### config.mk
export PLATFORM = sky130hd
export DESIGN_NAME = stack_and_protection_fault_detect
export DESIGN_NICKNAME = d
export VERILOG_FILES = /design/src/include/fault_pkg.sv /design/src/design/seg_limit_check.sv /design/src/design/stack_and_protection_fault_detect.sv
export SDC_FILE = /design/constraint.sdc
export NUM_CORES = 1
export LEC_CHECK = 0
export ABC_AREA = 1
export BUFFER_PORTS_ARGS = -buffer_cell sky130_fd_sc_hd__buf_2
export CAP_MARGIN = 40
export CORE_AREA = 3 3 172 174
export DETAILED_ROUTE_END_ITERATION = 10
export DIE_AREA = 0 0 175 177
export PLACE_DENSITY = 0.67
export SLEW_MARGIN = 25
export SYNTH_ARGS = -nofsm -noshare
export SYNTH_HDL_FRONTEND = slang
export SYNTH_SLANG_ARGS = --single-unit
### constraint.sdc
create_clock -name clock -period 4.3 [get_ports clock]
set_input_delay 0.215 -clock clock [delete_from_list [all_inputs] [get_ports clock]]
set_output_delay 0.215 -clock clock [all_outputs]
set_load 0.02 [all_outputs]
### src/include/fault_pkg.sv
package fault_pkg;

	// ----------------------------------------
	// Exception vectors
	// ----------------------------------------
	localparam logic [7:0] VEC_TS = 8'h0a;
	localparam logic [7:0] VEC_SS = 8'h0c;
	localparam logic [7:0] VEC_GP = 8'h0d;

	// ----------------------------------------
	// Limits and widths
	// ----------------------------------------
	localparam int MAX_INSN_LEN = 15;
	localparam int DESC_BYTES = 8;
	localparam int ALIGN_W = 4;
	localparam int MIN_LEN_W = 5;

	// ----------------------------------------
	// Segment register and control register selects
	// ----------------------------------------
	localparam logic [2:0] SEG_ES = 3'h0;
	localparam logic [2:0] SEG_CS = 3'h1;
	localparam logic [2:0] SEG_SS = 3'h2;
	localparam logic [2:0] CRN_0 = 3'h0;
	localparam logic [2:0] CRN_3 = 3'h3;
	localparam logic [2:0] CRN_4 = 3'h4;

	// ----------------------------------------
	// Descriptor attribute bits and system types
	// ----------------------------------------
	localparam int ATTR_P = 0;
	localparam int ATTR_S = 1;
	localparam int ATTR_X = 2;
	localparam int ATTR_RW = 3;
	localparam logic [3:0] SYS_LDT = 4'h2;
	localparam logic [3:0] SYS_TASKG = 4'h5;
	localparam logic [3:0] SYS_TSS_AVL = 4'h9;
	localparam logic [3:0] SYS_TSS_BUSY = 4'hb;
	localparam logic [3:0] SYS_INTG = 4'he;
	localparam logic [3:0] SYS_TRAPG = 4'hf;

	// ----------------------------------------
	// Control register zero bits and error code bits
	// ----------------------------------------
	localparam int CR0_PE = 0;
	localparam int CR0_NW = 29;
	localparam int CR0_CD = 30;
	localparam int CR0_PG = 31;
	localparam int EC_TI = 2;

	// ----------------------------------------
	// Register port map
	// ----------------------------------------
	localparam logic [7:0] REG_CTRL = 8'h00;
	localparam logic [7:0] REG_STAT = 8'h04;
	localparam logic [7:0] REG_EIP = 8'h08;
	localparam logic [7:0] REG_CS = 8'h0c;
	localparam int CTRL_EN = 0;
	localparam logic CTRL_EN_RST = 1'b1;

	// ----------------------------------------
	// Check operations
	// ----------------------------------------
	typedef enum logic [3:0] {
		OP_MEM = 4'h0,
		OP_ENTER = 4'h1,
		OP_SEGLD = 4'h2,
		OP_XFER = 4'h3,
		OP_GATE = 4'h4,
		OP_INT = 4'h5,
		OP_TASK = 4'h6,
		OP_LOAD_LOCAL_TABLE_INSTR = 4'h7,
		OP_LTR = 4'h8,
		OP_CRW = 4'h9,
		OP_MSRW = 4'ha,
		OP_VCSRW = 4'hb,
		OP_PRIV = 4'hc,
		OP_DECODE = 4'hd
	} op_e;

endpackage

### src/design/seg_limit_check.sv
`timescale 1ns/1ns
`default_nettype none

// Flags an access whose last byte lies beyond the limit. A zero length
// never faults, so an idle request cannot raise a spurious violation.
module seg_limit_check #(
	parameter int LEN_W = 5
) (
	// access
	input wire logic [31:0] off,
	input wire logic [LEN_W-1:0] len,
	input wire logic [31:0] limit,
	// result
	output logic viol
);

	logic [32:0] lastByte;

	generate
		if (LEN_W < fault_pkg::MIN_LEN_W || LEN_W > 32) begin : gBadLen
			$error("length width out of range");
		end
	endgenerate

	assign lastByte = {1'b0, off} + 33'(len) - 33'h1;
	assign viol = (len != '0) && (lastByte > {1'b0, limit});

endmodule // seg_limit_check

`default_nettype wire

### src/design/stack_and_protection_fault_detect.sv
// Our own choices: the register addresses and the address-and-strobe port.
`timescale 1ns/1ns
`default_nettype none

// Contract
// - Any stack segment access beyond its limit raises stack fault, vector 12; a misaligned vector access here raises protection fault instead.
// - Frame entry lacking stack space for locals raises stack fault.
// - Loading the stack segment register with a not-present segment: stack fault.
// - Stack fault code: selector for not-present or new-stack overflow, else zero.
// - Saved pointer names faulting instruction; new task's first after commit.
// - Task switch faults wait until remaining state loaded without further checks; here only faults past the commit point wait.
// - Outside task switches the faulting instruction is squashed, restartable.
// - Protection fault only where no other listed exception applies.
// - Code or data segment limit, or table limit overrun: protection fault.
// - Jump to non-code, write to code or read-only, read execute-only faults.
// - Segment register loads with wrong selector kinds fault; null data use faults.
// - Busy task call, non-busy task return, local task descriptor fault.
// - Instruction longer than fifteen bytes raises protection fault.
// - Control zero write with paging without protection, or bad cache combo.
// - Reserved bits set in control four, model register or vector status fault.
// - Privileged instruction with privilege level not zero faults.
// - Bad interrupt table entry, soft interrupt privilege, or v86 handler level.
// - Null gate selector, gate not to code, or null target code selector.
// - Bad local table load or task register load selectors fault.
// - Page pointer entries with reserved bits set fault on reload writes.
// - Misaligned 128-bit vector operands fault, stack segment included.
// - Protection code holds selector or vector when loading descriptors, else zero.
// - Selector code carries external event flag and interrupt table flag.
module stack_and_protection_fault_detect #(
	parameter logic [31:0] CR4_RSV = 32'hfffff800,
	parameter logic [31:0] VCSR_RSV = 32'hffff0000,
	parameter int LEN_W = 5
) (
	// clock and reset
	input wire logic clock,
	input wire logic rst,
	input wire logic ce,
	// register port
	input wire logic [7:0] regAddr,
	input wire logic [31:0] regWdata,
	input wire logic regWr,
	input wire logic regRd,
	output logic [31:0] regRdata,
	// check request
	input wire logic reqValid,
	output logic reqReady,
	input wire fault_pkg::op_e reqOp,
	input wire logic [2:0] reqSeg,
	input wire logic [31:0] reqOff,
	input wire logic [LEN_W-1:0] reqLen,
	input wire logic [31:0] reqLimit,
	input wire logic reqWrite,
	input wire logic reqAlign,
	input wire logic [15:0] reqSel,
	input wire logic [3:0] reqAttr,
	input wire logic [3:0] reqType,
	input wire logic [1:0] reqDpl,
	input wire logic [1:0] tgtDpl,
	input wire logic [7:0] reqVec,
	input wire logic [31:0] reqData,
	input wire logic [31:0] reqMask,
	// processor context
	input wire logic [1:0] current_priv_level,
	input wire logic v86,
	input wire logic softInt,
	input wire logic extEvent,
	input wire logic iretSw,
	input wire logic taskSw,
	input wire logic pastCommit,
	input wire logic stackSw,
	input wire logic newStack,
	input wire logic paeOn,
	input wire logic pseOn,
	input wire logic pdpteRsv,
	input wire logic loadDone,
	input wire logic [15:0] faultCs,
	input wire logic [31:0] faultEip,
	input wire logic [15:0] newCs,
	input wire logic [31:0] newEip,
	// exception report
	output logic excValid,
	output logic [7:0] excVector,
	output logic [15:0] excCode,
	output logic [15:0] excCs,
	output logic [31:0] excEip,
	output logic squash,
	output logic skipChecks
);

	// ----------------------------------------
	// State
	// ----------------------------------------
	typedef enum logic [1:0] {
		ST_IDLE = 2'b00,
		ST_WAIT = 2'b11,
		ST_REPORT = 2'b01
	} state_e;

	typedef struct packed {
		state_e st;
		logic excValid;
		logic [7:0] vec;
		logic [15:0] code;
		logic [15:0] cs;
		logic [31:0] instr_pointer;
		logic squash;
		logic enable;
		logic [7:0] count;
		logic [31:0] rdata;
	} state_s;

	localparam state_s RST_S = '{
		st: ST_IDLE, excValid: 1'b0, vec: 8'h00, code: 16'h0000,
		cs: 16'h0000, instr_pointer: 32'h0, squash: 1'b0,
		enable: fault_pkg::CTRL_EN_RST, count: 8'h00, rdata: 32'h0
	};

	state_s r_q;
	state_s r_d;
	logic memViol;
	logic tblViol;
	logic fault;
	logic [7:0] vecC;
	logic [15:0] codeC;
	logic [15:0] selEc;
	logic [15:0] idtEc;
	logic isNull;
	logic isSys;
	logic isCode;
	logic isRw;
	logic isPres;
	logic isGate;
	logic dataSeg;
	logic go;
	logic useNew;

	// ----------------------------------------
	// Limit checks
	// ----------------------------------------
	seg_limit_check #(.LEN_W(LEN_W)) memChk (
		.off(reqOff),
		.len(reqLen),
		.limit(reqLimit),
		.viol(memViol)
	);

	seg_limit_check #(.LEN_W(LEN_W)) tblChk (
		.off({16'h0000, reqSel[15:3], 3'h0}),
		.len(LEN_W'(fault_pkg::DESC_BYTES)),
		.limit(reqLimit),
		.viol(tblViol)
	);

	// ----------------------------------------
	// Operand decode
	// ----------------------------------------
	assign isNull = reqSel[15:2] == 14'h0000;
	assign isSys = !reqAttr[fault_pkg::ATTR_S];
	assign isCode = reqAttr[fault_pkg::ATTR_X] && !isSys;
	assign isRw = reqAttr[fault_pkg::ATTR_RW];
	assign isPres = reqAttr[fault_pkg::ATTR_P];
	assign isGate = isSys && (reqType == fault_pkg::SYS_INTG
		|| reqType == fault_pkg::SYS_TRAPG
		|| reqType == fault_pkg::SYS_TASKG);
	assign dataSeg = reqSeg != fault_pkg::SEG_CS
		&& reqSeg != fault_pkg::SEG_SS;
	// Index, table bit, interrupt table flag, external flag.
	assign selEc = {reqSel[15:3], reqSel[fault_pkg::EC_TI], 1'b0,
		extEvent};
	assign idtEc = {5'h00, reqVec, 1'b0, 1'b1, extEvent};
	assign useNew = taskSw && pastCommit;
	assign go = reqValid && reqReady && r_q.enable;

	// ----------------------------------------
	// Fault classification
	// ----------------------------------------
	// Not-present cases other than the stack one belong to other units; invalid
	// task state is raised here only for a non-writable stack load in a task switch.
	always_comb begin
		fault = 1'b0;
		vecC = fault_pkg::VEC_GP;
		codeC = 16'h0000;
		case (reqOp)
		fault_pkg::OP_MEM: begin
			if (reqAlign && |reqOff[fault_pkg::ALIGN_W-1:0]) begin
				fault = 1'b1;
			end else if (reqSeg == fault_pkg::SEG_SS && memViol) begin
				fault = 1'b1;
				vecC = fault_pkg::VEC_SS;
				codeC = newStack ? selEc : 16'h0000;
			end else if (memViol) begin
				fault = 1'b1;
			end else if (dataSeg && isNull) begin
				fault = 1'b1;
			end else if (reqWrite ? (isCode || !isRw)
				: (isCode && !isRw)) begin
				fault = 1'b1;
			end
		end
		fault_pkg::OP_ENTER: begin
			if (memViol) begin
				fault = 1'b1;
				vecC = fault_pkg::VEC_SS;
			end
		end
		fault_pkg::OP_SEGLD: begin
			codeC = selEc;
			if (tblViol && !(taskSw || stackSw)) begin
				fault = 1'b1;
			end else if (reqSeg == fault_pkg::SEG_SS) begin
				if (isNull || isSys || isCode) begin
					fault = 1'b1;
				end else if (!isRw) begin
					fault = 1'b1;
					vecC = taskSw ? fault_pkg::VEC_TS : fault_pkg::VEC_GP;
				end else if (!isPres) begin
					fault = 1'b1;
					vecC = fault_pkg::VEC_SS;
				end
			end else if (reqSeg == fault_pkg::SEG_CS) begin
				fault = isNull || isSys || !isCode;
			end else begin
				fault = !isNull && (isSys || (isCode && !isRw));
			end
		end
		fault_pkg::OP_XFER: begin
			codeC = selEc;
			if (isNull) begin
				fault = 1'b1;
			end else if (tblViol && !taskSw) begin
				fault = 1'b1;
			end else if (isSys || !isCode) begin
				fault = 1'b1;
			end
		end
		fault_pkg::OP_GATE: begin
			codeC = selEc;
			fault = isNull || isSys || !isCode;
		end
		fault_pkg::OP_INT: begin
			codeC = idtEc;
			if (!isGate) begin
				fault = 1'b1;
			end else if (softInt && current_priv_level > reqDpl) begin
				fault = 1'b1;
			end else if (v86 && reqType != fault_pkg::SYS_TASKG
				&& tgtDpl != 2'h0) begin
				fault = 1'b1;
				codeC = selEc;
			end
		end
		fault_pkg::OP_TASK: begin
			codeC = selEc;
			if (reqSel[fault_pkg::EC_TI]) begin
				fault = 1'b1;
			end else if (iretSw) begin
				fault = reqType == fault_pkg::SYS_TSS_AVL;
			end else begin
				fault = reqType == fault_pkg::SYS_TSS_BUSY;
			end
		end
		fault_pkg::OP_LOAD_LOCAL_TABLE_INSTR: begin
			codeC = selEc;
			fault = reqSel[fault_pkg::EC_TI] || (!isNull && (tblViol
				|| !isSys || reqType != fault_pkg::SYS_LDT));
		end
		fault_pkg::OP_LTR: begin
			codeC = selEc;
			fault = reqSel[fault_pkg::EC_TI] || tblViol || !isSys
				|| reqType != fault_pkg::SYS_TSS_AVL;
		end
		fault_pkg::OP_CRW: begin
			if (reqSeg == fault_pkg::CRN_0
				&& ((reqData[fault_pkg::CR0_PG] && !reqData[fault_pkg::CR0_PE])
				|| (reqData[fault_pkg::CR0_NW]
				&& !reqData[fault_pkg::CR0_CD]))) begin
				fault = 1'b1;
			end else if (reqSeg == fault_pkg::CRN_4
				&& |(reqData & CR4_RSV)) begin
				fault = 1'b1;
			end else if ((paeOn || pseOn) && pdpteRsv
				&& (reqSeg == fault_pkg::CRN_0 || reqSeg == fault_pkg::CRN_3
				|| reqSeg == fault_pkg::CRN_4)) begin
				fault = 1'b1;
			end
		end
		fault_pkg::OP_MSRW: begin
			fault = |(reqData & reqMask);
		end
		fault_pkg::OP_VCSRW: begin
			fault = |(reqData & VCSR_RSV);
		end
		fault_pkg::OP_PRIV: begin
			fault = current_priv_level != 2'h0;
		end
		fault_pkg::OP_DECODE: begin
			fault = reqLen > LEN_W'(fault_pkg::MAX_INSN_LEN);
		end
		default: begin
			fault = 1'b0;
		end
		endcase
	end

	// ----------------------------------------
	// Sequencing and registers
	// ----------------------------------------
	// A fault past the task switch commit point parks in the wait state, so
	// the loader finishes the new task's state before the handler runs.
	always_comb begin
		r_d = r_q;
		r_d.excValid = 1'b0;
		r_d.rdata = 32'h0;
		if (regWr && regAddr == fault_pkg::REG_CTRL) begin
			r_d.enable = regWdata[fault_pkg::CTRL_EN];
		end
		if (regRd) begin
			case (regAddr)
			fault_pkg::REG_CTRL: r_d.rdata = {31'h0, r_q.enable};
			fault_pkg::REG_STAT: r_d.rdata = {r_q.code, r_q.count, r_q.vec};
			fault_pkg::REG_EIP: r_d.rdata = r_q.instr_pointer;
			fault_pkg::REG_CS: r_d.rdata = {16'h0000, r_q.cs};
			default: r_d.rdata = 32'h0;
			endcase
		end
		case (r_q.st)
		ST_IDLE: begin
			if (go && fault) begin
				r_d.vec = vecC;
				r_d.code = codeC;
				r_d.cs = useNew ? newCs : faultCs;
				r_d.instr_pointer = useNew ? newEip : faultEip;
				r_d.squash = !useNew;
				if (useNew) begin
					r_d.st = ST_WAIT;
				end else begin
					r_d.st = ST_REPORT;
					r_d.excValid = 1'b1;
					r_d.count = r_q.count + 8'h01;
				end
			end
		end
		ST_WAIT: begin
			if (loadDone) begin
				r_d.st = ST_REPORT;
				r_d.excValid = 1'b1;
				r_d.count = r_q.count + 8'h01;
			end
		end
		ST_REPORT: begin
			r_d.st = ST_IDLE;
		end
		default: begin
			r_d.st = ST_IDLE;
		end
		endcase
	end

	always_ff @(posedge clock or posedge rst) begin
		if (rst) begin
			r_q <= RST_S;
		end else if (ce) begin
			r_q <= r_d;
		end
	end

	assign regRdata = r_q.rdata;
	assign reqReady = r_q.st == ST_IDLE;
	assign skipChecks = r_q.st == ST_WAIT;
	assign excValid = r_q.excValid;
	assign excVector = r_q.vec;
	assign excCode = r_q.code;
	assign excCs = r_q.cs;
	assign excEip = r_q.instr_pointer;
	assign squash = r_q.squash;
endmodule // stack_and_protection_fault_detect

`default_nettype wire

Word level (Yosys, flattened, before mapping)
Cells that the tools add are included.
Widths: inputs -> output; s select.
- add/sub/neg operators: 5
- $lt $le $gt $ge: 4
- equal/unequal tests: 34
- bitwise gates (word level): 1
- reduce and logical (&&, ||, !) cells: 72
- multiplexer cells: 56
- operators with widths (operator ; count):
    $pmux 32 s4 ; 1
    $mux 16 ; 7
    $mux 76 ; 1
    $gt 33x32->1 ; 2
    $sub 33x1->33 const B ; 2
    $mux 32 ; 2
    $pmux 16 s3 ; 1
    $eq 4x4->1 const B ; 10
    $add 32x5->33 ; 1
    $and 32x32->32 ; 1
    $reduce_or 32->1 ; 1
    $mux 1 ; 29
    $logic_and 1x1->1 ; 26
    $mux 8 ; 3
    $pmux 8 s3 ; 1
    $reduce_or 21->1 ; 1
    $eq 4x3->1 const B ; 5
    $logic_or 1x1->1 ; 19
    $mux 3 ; 6
    $add 16x4->17 const B ; 1
    $eq 8x4->1 const B ; 2
    $pmux 8 s2 ; 1
    $reduce_or 16->1 ; 1
    $logic_not 14->1 ; 1
    other kinds (33) ; 47
- flip-flop bits (word level): 117
- bits of input ports: 334
- word-level logic and storage cells: 182

Longest topological paths before layout
Gate-level depths: netlist (run 1).
- depth after elaboration: 12
- gate-level depth with buffers: 44
- gate-level depth less buffers: 44

Modules after synthesis
From an unflattened synthesis (run 1), not the netlist that was laid out.
- cell total of the unflattened synthesis: 2079
- area total of the unflattened synthesis: 13217.7 µm²
- by module, submodules not included (module ; area an instance (µm²) ; cells each ; instances):
    stack_and_protection_fault_detect ; 7543.5 ; 1129 ; 1
    seg_limit_check at memChk ; 2870.3 ; 484 ; 1
    seg_limit_check at tblChk ; 2803.9 ; 466 ; 1

Worst setup path before layout (run 1)
OpenSTA, ideal clock, no wires.
- path type: input -> register
- start point: input reqOff[1]
- end point: register r_q (netlist bit excVector[2])
- buffers on the path: 2
- slack: -0.283 ns
- stages on the path: 32
- arrival: 4.464 ns
- path through: inv_1 -> ha_1 -> inv_1 -> ha_1 -> inv_1 -> fa_1 -> o21ai_1 -> a21oi_1 -> o21bai_1 -> inv_1 -> o21ai_1 -> a21oi_1 -> o31ai_1 -> nand4_1 -> a31oi_1 -> xor2_1 -> inv_1 -> ha_1 -> nand4_1 -> nor4_1 -> nand4_1 -> nand2_1 -> nand2_1 -> nand2_2 -> nand3_1 -> nand2_1 -> nand2_1 -> nand2_2 -> nor2_4 -> buf_6 -> buf_8 -> o21a_1
- longest elaborated chain between the ends: 10
- elaborated cells between the ends (all ways): 14
- RTL lines (element ; line ; text):
    start, declared ; stack_and_protection_fault_detect.sv:49 ; input wire logic [31:0] reqOff,
    $add 32x5->33 ; seg_limit_check.sv:25 ; assign lastByte = {1'b0, off} + 33'(len) - 33'h1;
    $sub 33x1->33 ; seg_limit_check.sv:25 ;
    $gt 33x32->1 ; seg_limit_check.sv:26 ; assign viol = (len != '0) && (lastByte > {1'b0, limit});
    $logic_and 1x1->1 ; seg_limit_check.sv:26 ;
    $mux 1 or $logic_and 1x1->1 (tied branches) ; stack_and_protection_fault_detect.sv:191, stack_and_protection_fault_detect.sv:187 ;
    $mux 1 ; stack_and_protection_fault_detect.sv:187 ; end else if (reqSeg == fault_pkg::SEG_SS && memViol) begin
    $mux 1 ; stack_and_protection_fault_detect.sv:185 ; if (reqAlign && |reqOff[fault_pkg::ALIGN_W-1:0]) begin
    $pmux 1 s14 * ; stack_and_protection_fault_detect.sv:183 ; case (reqOp)
    $logic_and 1x1->1 * ; stack_and_protection_fault_detect.sv:328 ; if (go && fault) begin
    $reduce_and 3->1 (no line) * ; n/a ;
    end signal, assigned ; stack_and_protection_fault_detect.sv:363 ; r_q <= r_d;
    end, declared ; stack_and_protection_fault_detect.sv:118 ; state_s r_q;
Every way passes the cells marked *; elsewhere a longest branch is shown, timed or not.
A chain may end at the register's enable or synchronous reset.

Worst setup path after layout (run 1)
- start point: input reqOff[1]
- end point: register r_q (netlist bit excCs[4])
Same word-level chain as after synthesis.

==> results of run 1 <==
-- through the flow --
step | worst slack, ns | TNS (ns) | utilization, % | instances
2_1_floorplan | -0.184 | -10.80 | - | 1676
3_3_place_gp | -0.737 | -56.70 | 49.5 | 2432
3_5_place_dp | -0.884 | -66.95 | 49.6 | 2435
4_1_cts | -0.236 | -14.96 | 53.2 | 2484
5_1_grt | -0.599 | -43.53 | 54.8 | 2494
6_report | -0.196 | -10.79 | 54.8 | 2494
-- registers in the layout, summed over array words and instances, names as in the netlist --
name	flops
excCode	16
excCs	16
excEip	32
excValid	1
excVector	4
r_q	11
regRdata	32
squash	1
-- layer usage --
metal	vias up	share of wire, %
li1	6174	-
met1	5669	41
met2	446	50
met3	65	6.0
met4	2	2.4
met5	-	0.033
-- final cells by class --
| class | instances | area [µm²] |
|---|---|---|
| timing repair inverter | 2 | 22.5 |
| fill | 2716 | 12600 |
| clock buffer | 18 | 439 |
| inverter | 259 | 1000 |
| clock inverter | 14 | 156 |
| tap | 378 | 473 |
| sequential | 113 | 2830 |
| antenna | 4 | 10.0 |
| multi-input combinational | 1157 | 6910 |
| timing repair buffer | 549 | 3470 |
-- what timing repair did --
action,in CTS,in global routing
endpoints found under the setup margin,80,80
hold buffers,1,0
resized for setup,59,96
endpoints found under the hold margin,23,0
pin swaps,14,28
buffers inserted,12,3
gates cloned,4,6
-- worst min-delay path by stage --
stage	cells after the start	from	end	slack [ns]
after floorplan	2	regWdata[0]	r_q[40]	0.35
after global placement	2	rst	regRdata[17]	0.22
after detailed placement	2	rst	regRdata[17]	0.22
after CTS	3	regWdata[0]	r_q[40]	0.01
after global routing	3	regWdata[0]	r_q[40]	0.03
final	3	regWdata[0]	r_q[40]	0.03
-- kinds of logic after synthesis --
| group | after synthesis | share of synthesized area [%] |
|---|---|---|
| AOI/OAI and AO/OA | 272 | 13.6 |
| xor gates and xnor gates | 54 | 4.20 |
| adders and majority gates | 105 | 11.7 |
| buffers and inverters | 406 | 17.7 |
| DFF | 113 | 25.1 |
| other | 1 | 0.0333 |
| and+or+nand+nor | 722 | 27.6 |
-- power breakdown --
group	internal (µW)	leakage, µW	total (µW)	switching (µW)
Clock	875	0.000285	1400	525
Combinational	1120	0.00682	2830	1720
Sequential	1390	0.00148	1640	249
-- cell usage in the layout, fill, tap and decap left out, types with 4 or more instances in the layout --
cell type / instances
conb_1: 4
clkbuf_16: 22
buf_12: 14
nor3_1: 27
nand3_1: 53
ha_4: 4
nand2_4: 10
xor2_1: 40
buf_4: 112
nor2_1: 83
buf_8: 6
inv_1: 249
a31oi_1: 6
o21ai_2: 29
o21ai_1: 40
diode_2: 4
clkinv_4: 4
o21ai_0: 54
nand3_2: 9
a21o_1: 7
nor4_1: 12
xnor2_1: 14
nand4_1: 39
buf_2: 403
dfrtp_1: 112
ha_1: 99
or2_2: 4
o22ai_1: 23
a21oi_2: 4
a21oi_1: 81
buf_6: 7
nand2_2: 50
nand2_1: 414
-- critical path, delay by kind of cell --
kind | cells | cell delay [ns]
buffers and inverters | 9 | 0.88
XOR/XNOR | 1 | 0.13
AO/OA/AOI/OAI | 8 | 1.05
adder cells (fa/ha/maj) | 4 | 0.94
AND/OR/NAND/NOR | 23 | 1.61
-- Yosys cell counts (4+ instances only) --
cell type  count  area share, %
o31ai_1        4           0.27
xor2_1        40            3.1
nor2_1        85            2.8
o21ai_0       74            3.3
nor4_1        14           0.78
buf_2          4           0.18
o21ai_2        5           0.39
buf_6          7           0.70
clkbuf_1      27           0.90
inv_1        255            8.5
nand2_2        5           0.28
xnor2_1       14            1.1
nor3_1        27            1.2
nand3_1       56            2.5
dfrtp_1      112             25
o21ai_1       45            2.0
a21o_1         7           0.47
a21oi_1       86            3.8
o22ai_1       23            1.3
ha_1         104             12
buf_4        106            7.1
nand2_1      469             16
a31oi_1        7           0.39
or2_2          5           0.28
nand3_2        8           0.71
nand4_1       39            2.2
==> summary.md, run 1 <==
| Metric | Value |
|---|---|
| Gr busiest metal | `met2` |
| Final Hold Slack | `0.0256 ns` |
| Sequential element share of the synthesized area | `around a quarter` |
| Setup WS post-layout | `-0.196 ns` |
| Setup crit start | `reqOff[1]` |
| Arr. time, crit path | `~4.8 ns` |
| Crit-path max cell delay | `0.34 ns` |
| Fraction of registers with async set/reset | `100%` |
| Critical Path Start Type | `primary input` |
| Reg2reg setup slack | `2.24 ns` |
| Max Slew Vio Count | `0` |
| Dpl cell area | `0.0139 mm²` |
| Final wirelength | `between 30000 and 40000 µm` |
| Failing checks | `setup timing` |
| Synth unique cells | `55` |
| Clk_skew | `between 0.015 and 0.02 ns` |
| Hold WC Path Type | `primary input to register` |
| Total of max-cap violations | `0` |
| Clock root cell | `clkbuf_16` |
| Starting Density | `40.3%` |
| Mapped Area | `0.0113 mm²` |
| Largest net degree at the start of global routing | `53` |
| Crit path to | `excCs[4]` |
| 1st-iter DRT viols | `700` |
| Worst-skew pair later-pin latency | `0.42 ns` |
| Finished Cell Area | `0.0153 mm²` |
| RSZ-0062 raised after global routing | `yes` |
| Clock-pin slew on the worst setup and hold paths | `around 0.06 ns` |
| # rows | `61` |
| Met3 GRT Util | `4.08%` |
| Clock tree from TritonCTS | `done` |
| CP Capture Type | `register` |
| Pleak | `0.00858 µW` |
| Top_reg_cell synth | `dfrtp_1` |
| Wire length per cell | `16.0 µm` |
| Total design power | `5870 µW` |
| Remaining DRCs | `0` |
| Slowest-stage cell, CP | `fa_2` |
| # setup viols final | `77` |
| Worst-path maximum fanout | `5` |
| R2R depth | `11` |
| Die width | `175 µm` |
| I/O Buffers | `404` |
| Height of the die | `177 µm` |
| Antenna Violating Nets Remaining | `0` |
| Worst slew margin | `47.3%` |
| Mapped Cells | `1673` |
| First-pass GRT wire length | `61500 µm` |
| Post-synth EDFFs | `0` |
| R2r endpoint | `excCs[4]` |
| Vias in the first global route | `roughly 12000` |
| Pre-Repair DR Iteration Count | `5` |
| R2r startpoint | `r_q[116]` |
| All-Layer GR Usage | `24.8%` |
| Peak VDD IR | `211 µV` |
| Yosys reg bits | `113` |
| Required time of the worst setup path | `4.65 ns` |
| Vias after detailed routing | `12356` |
| Clk buf depth | `2` |
| Remaining Overflow, GRT | `0` |
| Share of cells above drive strength 1 | `approximately 34%` |
| CP Class | `primary input to register` |
| Number of top-level pins | `around 440` |
| Yosys warns | `0` |
| Hold Vio Cnt, Final | `0` |
| Core area | `0.0279 mm²` |
| Total CTS buffers | `17` |
| DR vias/cell | `just under 5` |
| Measured slew at the worst slew-check pin | `approximately 0.79 ns` |
| Sink Count | `113` |
| Worst path most repeated cell | `nand2_1` |
| Fmax | `222 MHz` |
| HPWL after detailed placement | `32500 µm` |
| P per Cell Area | `383 mW/mm²` |
| Placer Congestion | `between 0.9 and 1` |
| GR Layer Usage met1 | `between 30% and 40%` |
| Nets@finish | `2538` |
| Post-layout min period | `4.50 ns` |
| Area grow syn2layout | `36.1%` |
| # H-tree levels | `4` |
| Outcome | `finished, violations left` |
| Final Cycle Share | `105%` |
| Full die area | `0.0310 mm²` |
| Syn_area_per_cell | `6.73 µm²` |
| Met2 Usage GRT | `roughly 44%` |
| Initial antenna violation count | `5` |
Note: power is estimated with default switching activity, not from simulation.
==> run 2: changes to the inputs <==
==> constraint.sdc (replaced) <==
create_clock -name clock -period 4.94 [get_ports clock]
set_input_delay 0.247 -clock clock [delete_from_list [all_inputs] [get_ports clock]]
set_output_delay 0.247 -clock clock [all_outputs]
set_load 0.02 [all_outputs]
==> summary.md, run 2 (synthesis results as in run 1) <==
| Metric | Value |
|---|---|
| CP Buf/Inv Count | `10` |
| Crit-path max cell delay | `0.38 ns` |
| Outcome | `finished, final reports clean` |
| Clk buf depth | `2` |
| Height of the die | `about 180 µm` |
| Crit path depth | `46` |
| Largest net degree at the start of global routing | `56` |
| Final Non-Filler Cells | `2423` |
| RSZ-0062 raised after global routing | `yes` |
| Wire length per cell | `around 17 µm` |
| Multi-input gate area | `0.00688 mm²` |
| Max Slew Vio Count | `0` |
| Clock-pin slew on the worst setup and hold paths | `approximately 0.060 ns` |
| R2R depth | `11` |
| Hold WC Path Type | `primary input to register` |
| Clock root cell | `clkbuf_16` |
| Final wirelength | `42000 µm` |
| Slowest-stage cell, CP | `fa_2` |
| # H-tree levels | `4` |
| Share of cells above drive strength 1 | `31.6%` |
| # setup viols final | `0` |
| DR vias/cell | `5.05` |
| Number of top-level pins | `between 400 and 500` |
| Commonest non-fill, non-tap cells in the layout | `422 x nand2_1, 402 x buf_2, 248 x inv_1` |
| CP Capture Type | `register` |
| P per Cell Area | `337 mW/mm²` |
| Placed Cells | `2357` |
| Starting Density | `between 40 and 50%` |
| Antenna Violating Nets Remaining | `0` |
| Final Cycle Share | `between 90 and 100%` |
| Finished Cell Area | `0.0147 mm²` |
| Pre-Repair DR Iteration Count | `7` |
| Fillcell total | `2818` |
| HPWL after detailed placement | `33600 µm` |
| Total CTS buffers | `17` |
| Peak VDD IR | `between 150 and 200 µV` |
| Area grow syn2layout | `30.6%` |
| Critical Path Start Type | `primary input` |
| Required time of the worst setup path | `around 5.2 ns` |
| Worst-skew pair later-pin latency | `0.42 ns` |
| Setup WS post-layout | `about 0.21 ns` |
| Hold depth | `3` |
| Total of max-cap violations | `0` |
| DP Worst Slack | `-0.323 ns` |
| Placer Congestion | `0.897` |
| Hold Vio Cnt, Final | `0` |
| Measured slew at the worst slew-check pin | `0.778 ns` |
| 1st-iter DRT viols | `roughly 750` |
| Arr. time, crit path | `5.03 ns` |
| Most common cell after layout, fill and taps aside | `nand2_1` |
| Remaining Overflow, GRT | `0` |
| Fmax | `211 MHz` |
| Dpl cell area | `0.0132 mm²` |
| Clk_skew | `0.0123 ns` |
| Core area | `0.0279 mm²` |
| Vias after detailed routing | `12229` |
| # rows | `61` |
| Worst-path maximum fanout | `6` |
| Die width | `175 µm` |
| Vias in the first global route | `11744` |
| Cell family with most CP delay | `simple AND/OR/NAND/NOR gates` |
| Register area | `0.00283 mm²` |
| CP Class | `primary input to register` |
| Sink Count | `between 100 and 150` |
| Full die area | `between 0.03 and 0.04 mm²` |
| Remaining DRCs | `0` |
| Pleak | `around 0.0082 µW` |
| Worst path most repeated cell | `nand2_1` |
| Final Hold Slack | `0.0654 ns` |
| Worst slew margin | `~48%` |
| Initial antenna violation count | `7` |
| I/O Buffers | `404` |
| All-Layer GR Usage | `24.9%` |
| First-pass GRT wire length | `61200 µm` |
| Post-layout min period | `4.73 ns` |
| Nets@finish | `2464` |
| Clock tree from TritonCTS | `done` |
[run 2: changes by cell type in the layout (fill, tap and decap cells not counted), sizes merged]
cell and delta:
inv +2, buf -79, bufinv -2, clkbuf +4, diode +3, clkinvlp +1
[run 2: timing repair]
item / CTS / global route
endpoints found under the setup margin: 0 / 80
buffers inserted: 0 / 7
hold buffers: 1 / 0
hold endpoints to repair: 27 / 0
gates resized for setup: 0 / 157
[run 2: area by class of cell]
type	count	area share (%)
timing repair buffer	474	19.7
clock inverter	14	0.851
sequential	113	19.2
antenna	7	0.119
tap	378	3.22
timing repair inverter	3	0.247
clock buffer	18	2.99
inverter	259	6.84
multi-input combinational	1157	46.8
[run 2: path summary, 6_finish.rpt]
check / startpoint / to / slack [ns]
min in group asynchronous: rst / excEip[21] / 0.37
worst max-delay path: reqLen[1] / excVector[2] / 0.21
worst min-delay path: extEvent / excCode[0] / 0.07
worst min register to register: regRdata[16] / regRdata[16] / 0.47
max in group asynchronous: rst / regRdata[2] / 3.39
worst max register to register: r_q[116] / excVector[2] / 2.84
[run 2: per-stage QoR]
step                TNS (ns)  total power, µW  utilization [%]
floorplan                  0             3010                -
global placement      -14.29             3440             47.0
detailed placement    -21.74             3490             47.2
CTS                        0             4650             49.2
global route          -13.08             5270             52.6
finish                     0             4960             52.6
[run 2: where the power goes]
part	internal, µW	total [µW]	switching (µW)
Clock	671	1150	484
Combinational	900	2390	1490
Sequential	1210	1420	209
[run 2: metal layers]
layer / wire [µm] / global-route usage [%] / vias up / part of all wire [%]
met5: 13 / 0 / - / 0.031
met4: 1360 / 10.9 / 2 / 3.2
met2: 20900 / 43.2 / 469 / 50
met1: 17100 / 30.5 / 5667 / 41
met3: 2530 / 4.16 / 59 / 6.0
li1: - / - / 6032 / -
[run 2: worst register-to-register path, delay by kind of cell (launching register included)]
family | cells | cell delay [ns]
flops | 1 | 0.41
compound gates | 1 | 0.10
simple gates | 5 | 0.68
fa+ha+maj | 1 | 0.31
buf+inv | 4 | 0.49
==> run 3: changes to the inputs <==
==> constraint.sdc (replaced) <==
create_clock -name clock -period 4.94 [get_ports clock]
set_input_delay 0.741 -clock clock [delete_from_list [all_inputs] [get_ports clock]]
set_output_delay 0.741 -clock clock [all_outputs]
set_load 0.02 [all_outputs]
==> summary.md, run 3 (synthesis results as in run 1) <==
| Metric | Value |
|---|---|
| Sink Count | `113` |
| Worst-path maximum fanout | `8` |
| Peak VDD IR | `204 µV` |
| Remaining DRCs | `0` |
| I/O Buffers | `404` |
| Hold WC Path Type | `primary input to asynchronous set/reset pin` |
| Outcome | `finished, violations left` |
| Total design power | `around 5000 µW` |
| Critical Path Start Type | `primary input` |
| Clk buf depth | `2` |
| Worst path most repeated cell | `nand2_2` |
| Vias after detailed routing | `12302` |
| # H-tree levels | `4` |
| Remaining Overflow, GRT | `0` |
| Top Layer Used | `met4` |
| DR vias/cell | `approximately 5.0` |
| Worst slew margin | `47.2%` |
| Hold Vio Cnt, Final | `0` |
| Commonest non-fill, non-tap cells in the layout | `424 x nand2_1, 403 x buf_2, 248 x inv_1` |
| Clock root cell | `clkbuf_16` |
| Placer Congestion | `0.932` |
| Max Slew Vio Count | `0` |
| Most common cell after layout, fill and taps aside | `nand2_1` |
| Starting Density | `40.3%` |
| Crit-path max cell delay | `roughly 0.38 ns` |
| # setup viols final | `71` |
| Largest net degree at the start of global routing | `55` |
| # rows | `61` |
| Required time of the worst setup path | `5.23 ns` |
| Met2 wire length | `19700 µm` |
| CP Capture Type | `register` |
| Slowest-stage cell, CP | `fa_2` |
| Setup WS post-layout | `-0.193 ns` |
| Final Cycle Share | `104%` |
| Total CTS buffers | `17` |
| Nets@finish | `2527` |
| Total of max-cap violations | `0` |
| Failing checks | `setup timing` |
| P per Cell Area | `around 330 mW/mm²` |
| Met3 WL | `2550 µm` |
| Dpl cell area | `between 0.01 and 0.015 mm²` |
| Height of the die | `roughly 180 µm` |
| Final wirelength | `39900 µm` |
| Arr. time, crit path | `5.43 ns` |
| Finished Cell Area | `0.0151 mm²` |
| Worst-skew pair later-pin latency | `~0.41 ns` |
| Pleak | `between 0.008 and 0.009 µW` |
| Setup crit start | `reqOff[1]` |
| Wire length per cell | `between 15 and 20 µm` |
| RSZ-0062 raised after global routing | `yes` |
| Share of cells above drive strength 1 | `about a third` |
| 1st-iter DRT viols | `871` |
| Clock tree from TritonCTS | `done` |
| First-pass GRT wire length | `59700 µm` |
| R2r startpoint | `r_q[115]` |
| Vias in the first global route | `~12000` |
| Measured slew at the worst slew-check pin | `0.787 ns` |
| Initial antenna violation count | `2` |
| Full die area | `a little over 0.03 mm²` |
| Clk_skew | `0.0135 ns` |
| Area grow syn2layout | `34.6%` |
| HPWL after detailed placement | `roughly 32000 µm` |
| Core area | `0.0279 mm²` |
| Final Hold Slack | `0.360 ns` |
| Pre-Repair DR Iteration Count | `5` |
| CP Class | `primary input to register` |
| All-Layer GR Usage | `24.0%` |
| Clock-pin slew on the worst setup and hold paths | `0.06 ns` |
| Number of top-level pins | `442` |
| Die width | `175 µm` |
| Fmax | `195 MHz` |
| M1 WL | `16400 µm` |
| Antenna Violating Nets Remaining | `0` |
| Post-layout min period | `5.13 ns` |
-- run 3: changes by cell type in the layout (fill, tap and decap cells not counted), moves of 5 or more --
cell,delta
nand2_4,-7
buf_12,+5
buf_4,+60
o21ai_2,-5
nand2_2,+5
clkbuf_16,-8
-- run 3: layer usage --
metal / vias to the layer above / global-route usage (%)
li1: 6144 / -
met3: 68 / 4.35
met1: 5617 / 29.7
met5: - / 0
met2: 473 / 42.1
met4: 0 / 8.64
-- run 3: area by class of cell --
type	count	area, µm²
clock inverter	14	129
timing repair buffer	538	3390
antenna	3	7.51
inverter	259	1000
fill	2775	12800
sequential	113	2830
clock buffer	18	439
tap	378	473
timing repair inverter	2	17.5
multi-input combinational	1157	6860
-- run 3: path summary, 6_finish.rpt --
kind	to	slack, ns	cells after the start
setup / recovery	excEip[18]	-0.19	37
hold / removal	excEip[26]	0.36	2
setup reg to reg	excEip[18]	2.91	12
hold reg to reg	regRdata[17]	0.48	2
max in group asynchronous	excVector[0]	3.49	3
min in group clock	regRdata[17]	0.48	2
-- run 3: timing repair --
action	CTS	global route
gates cloned	8	3
resized for setup	66	69
pin swaps	23	35
endpoints found under the hold margin	0	0
setup endpoints to repair	80	80
buffers inserted	17	8
hold buffers	0	0
-- run 3: where the power goes --
group          leakage, µW  internal [µW]  switching, µW  total (µW)
logic              0.00674            944           1470        2410
registers          0.00148           1210            216        1420
clock network     0.000273            710            473        1180
-- run 3: per-stage QoR --
step | cells | util (%) | setup TNS (ns) | setup slack (ns)
finish | 2482 | 54.2 | -7.27 | -0.193
global placement | 2413 | 48.8 | -53.13 | -0.719
global route | 2481 | 54.2 | -37.53 | -0.554
CTS | 2471 | 53.1 | -2.88 | -0.112
floorplan | 1676 | - | -2.49 | -0.0700
detailed placement | 2416 | 49.0 | -60.71 | -0.834
-- run 3: worst max-delay path: cells and delay by family --
kind / cells / cell delay (ns)
AO/OA/AOI/OAI: 8 / 1.25
XOR/XNOR: 1 / 0.17
adder cells (fa/ha/maj): 4 / 0.97
buffers and inverters: 11 / 1.00
AND/OR/NAND/NOR: 13 / 1.28
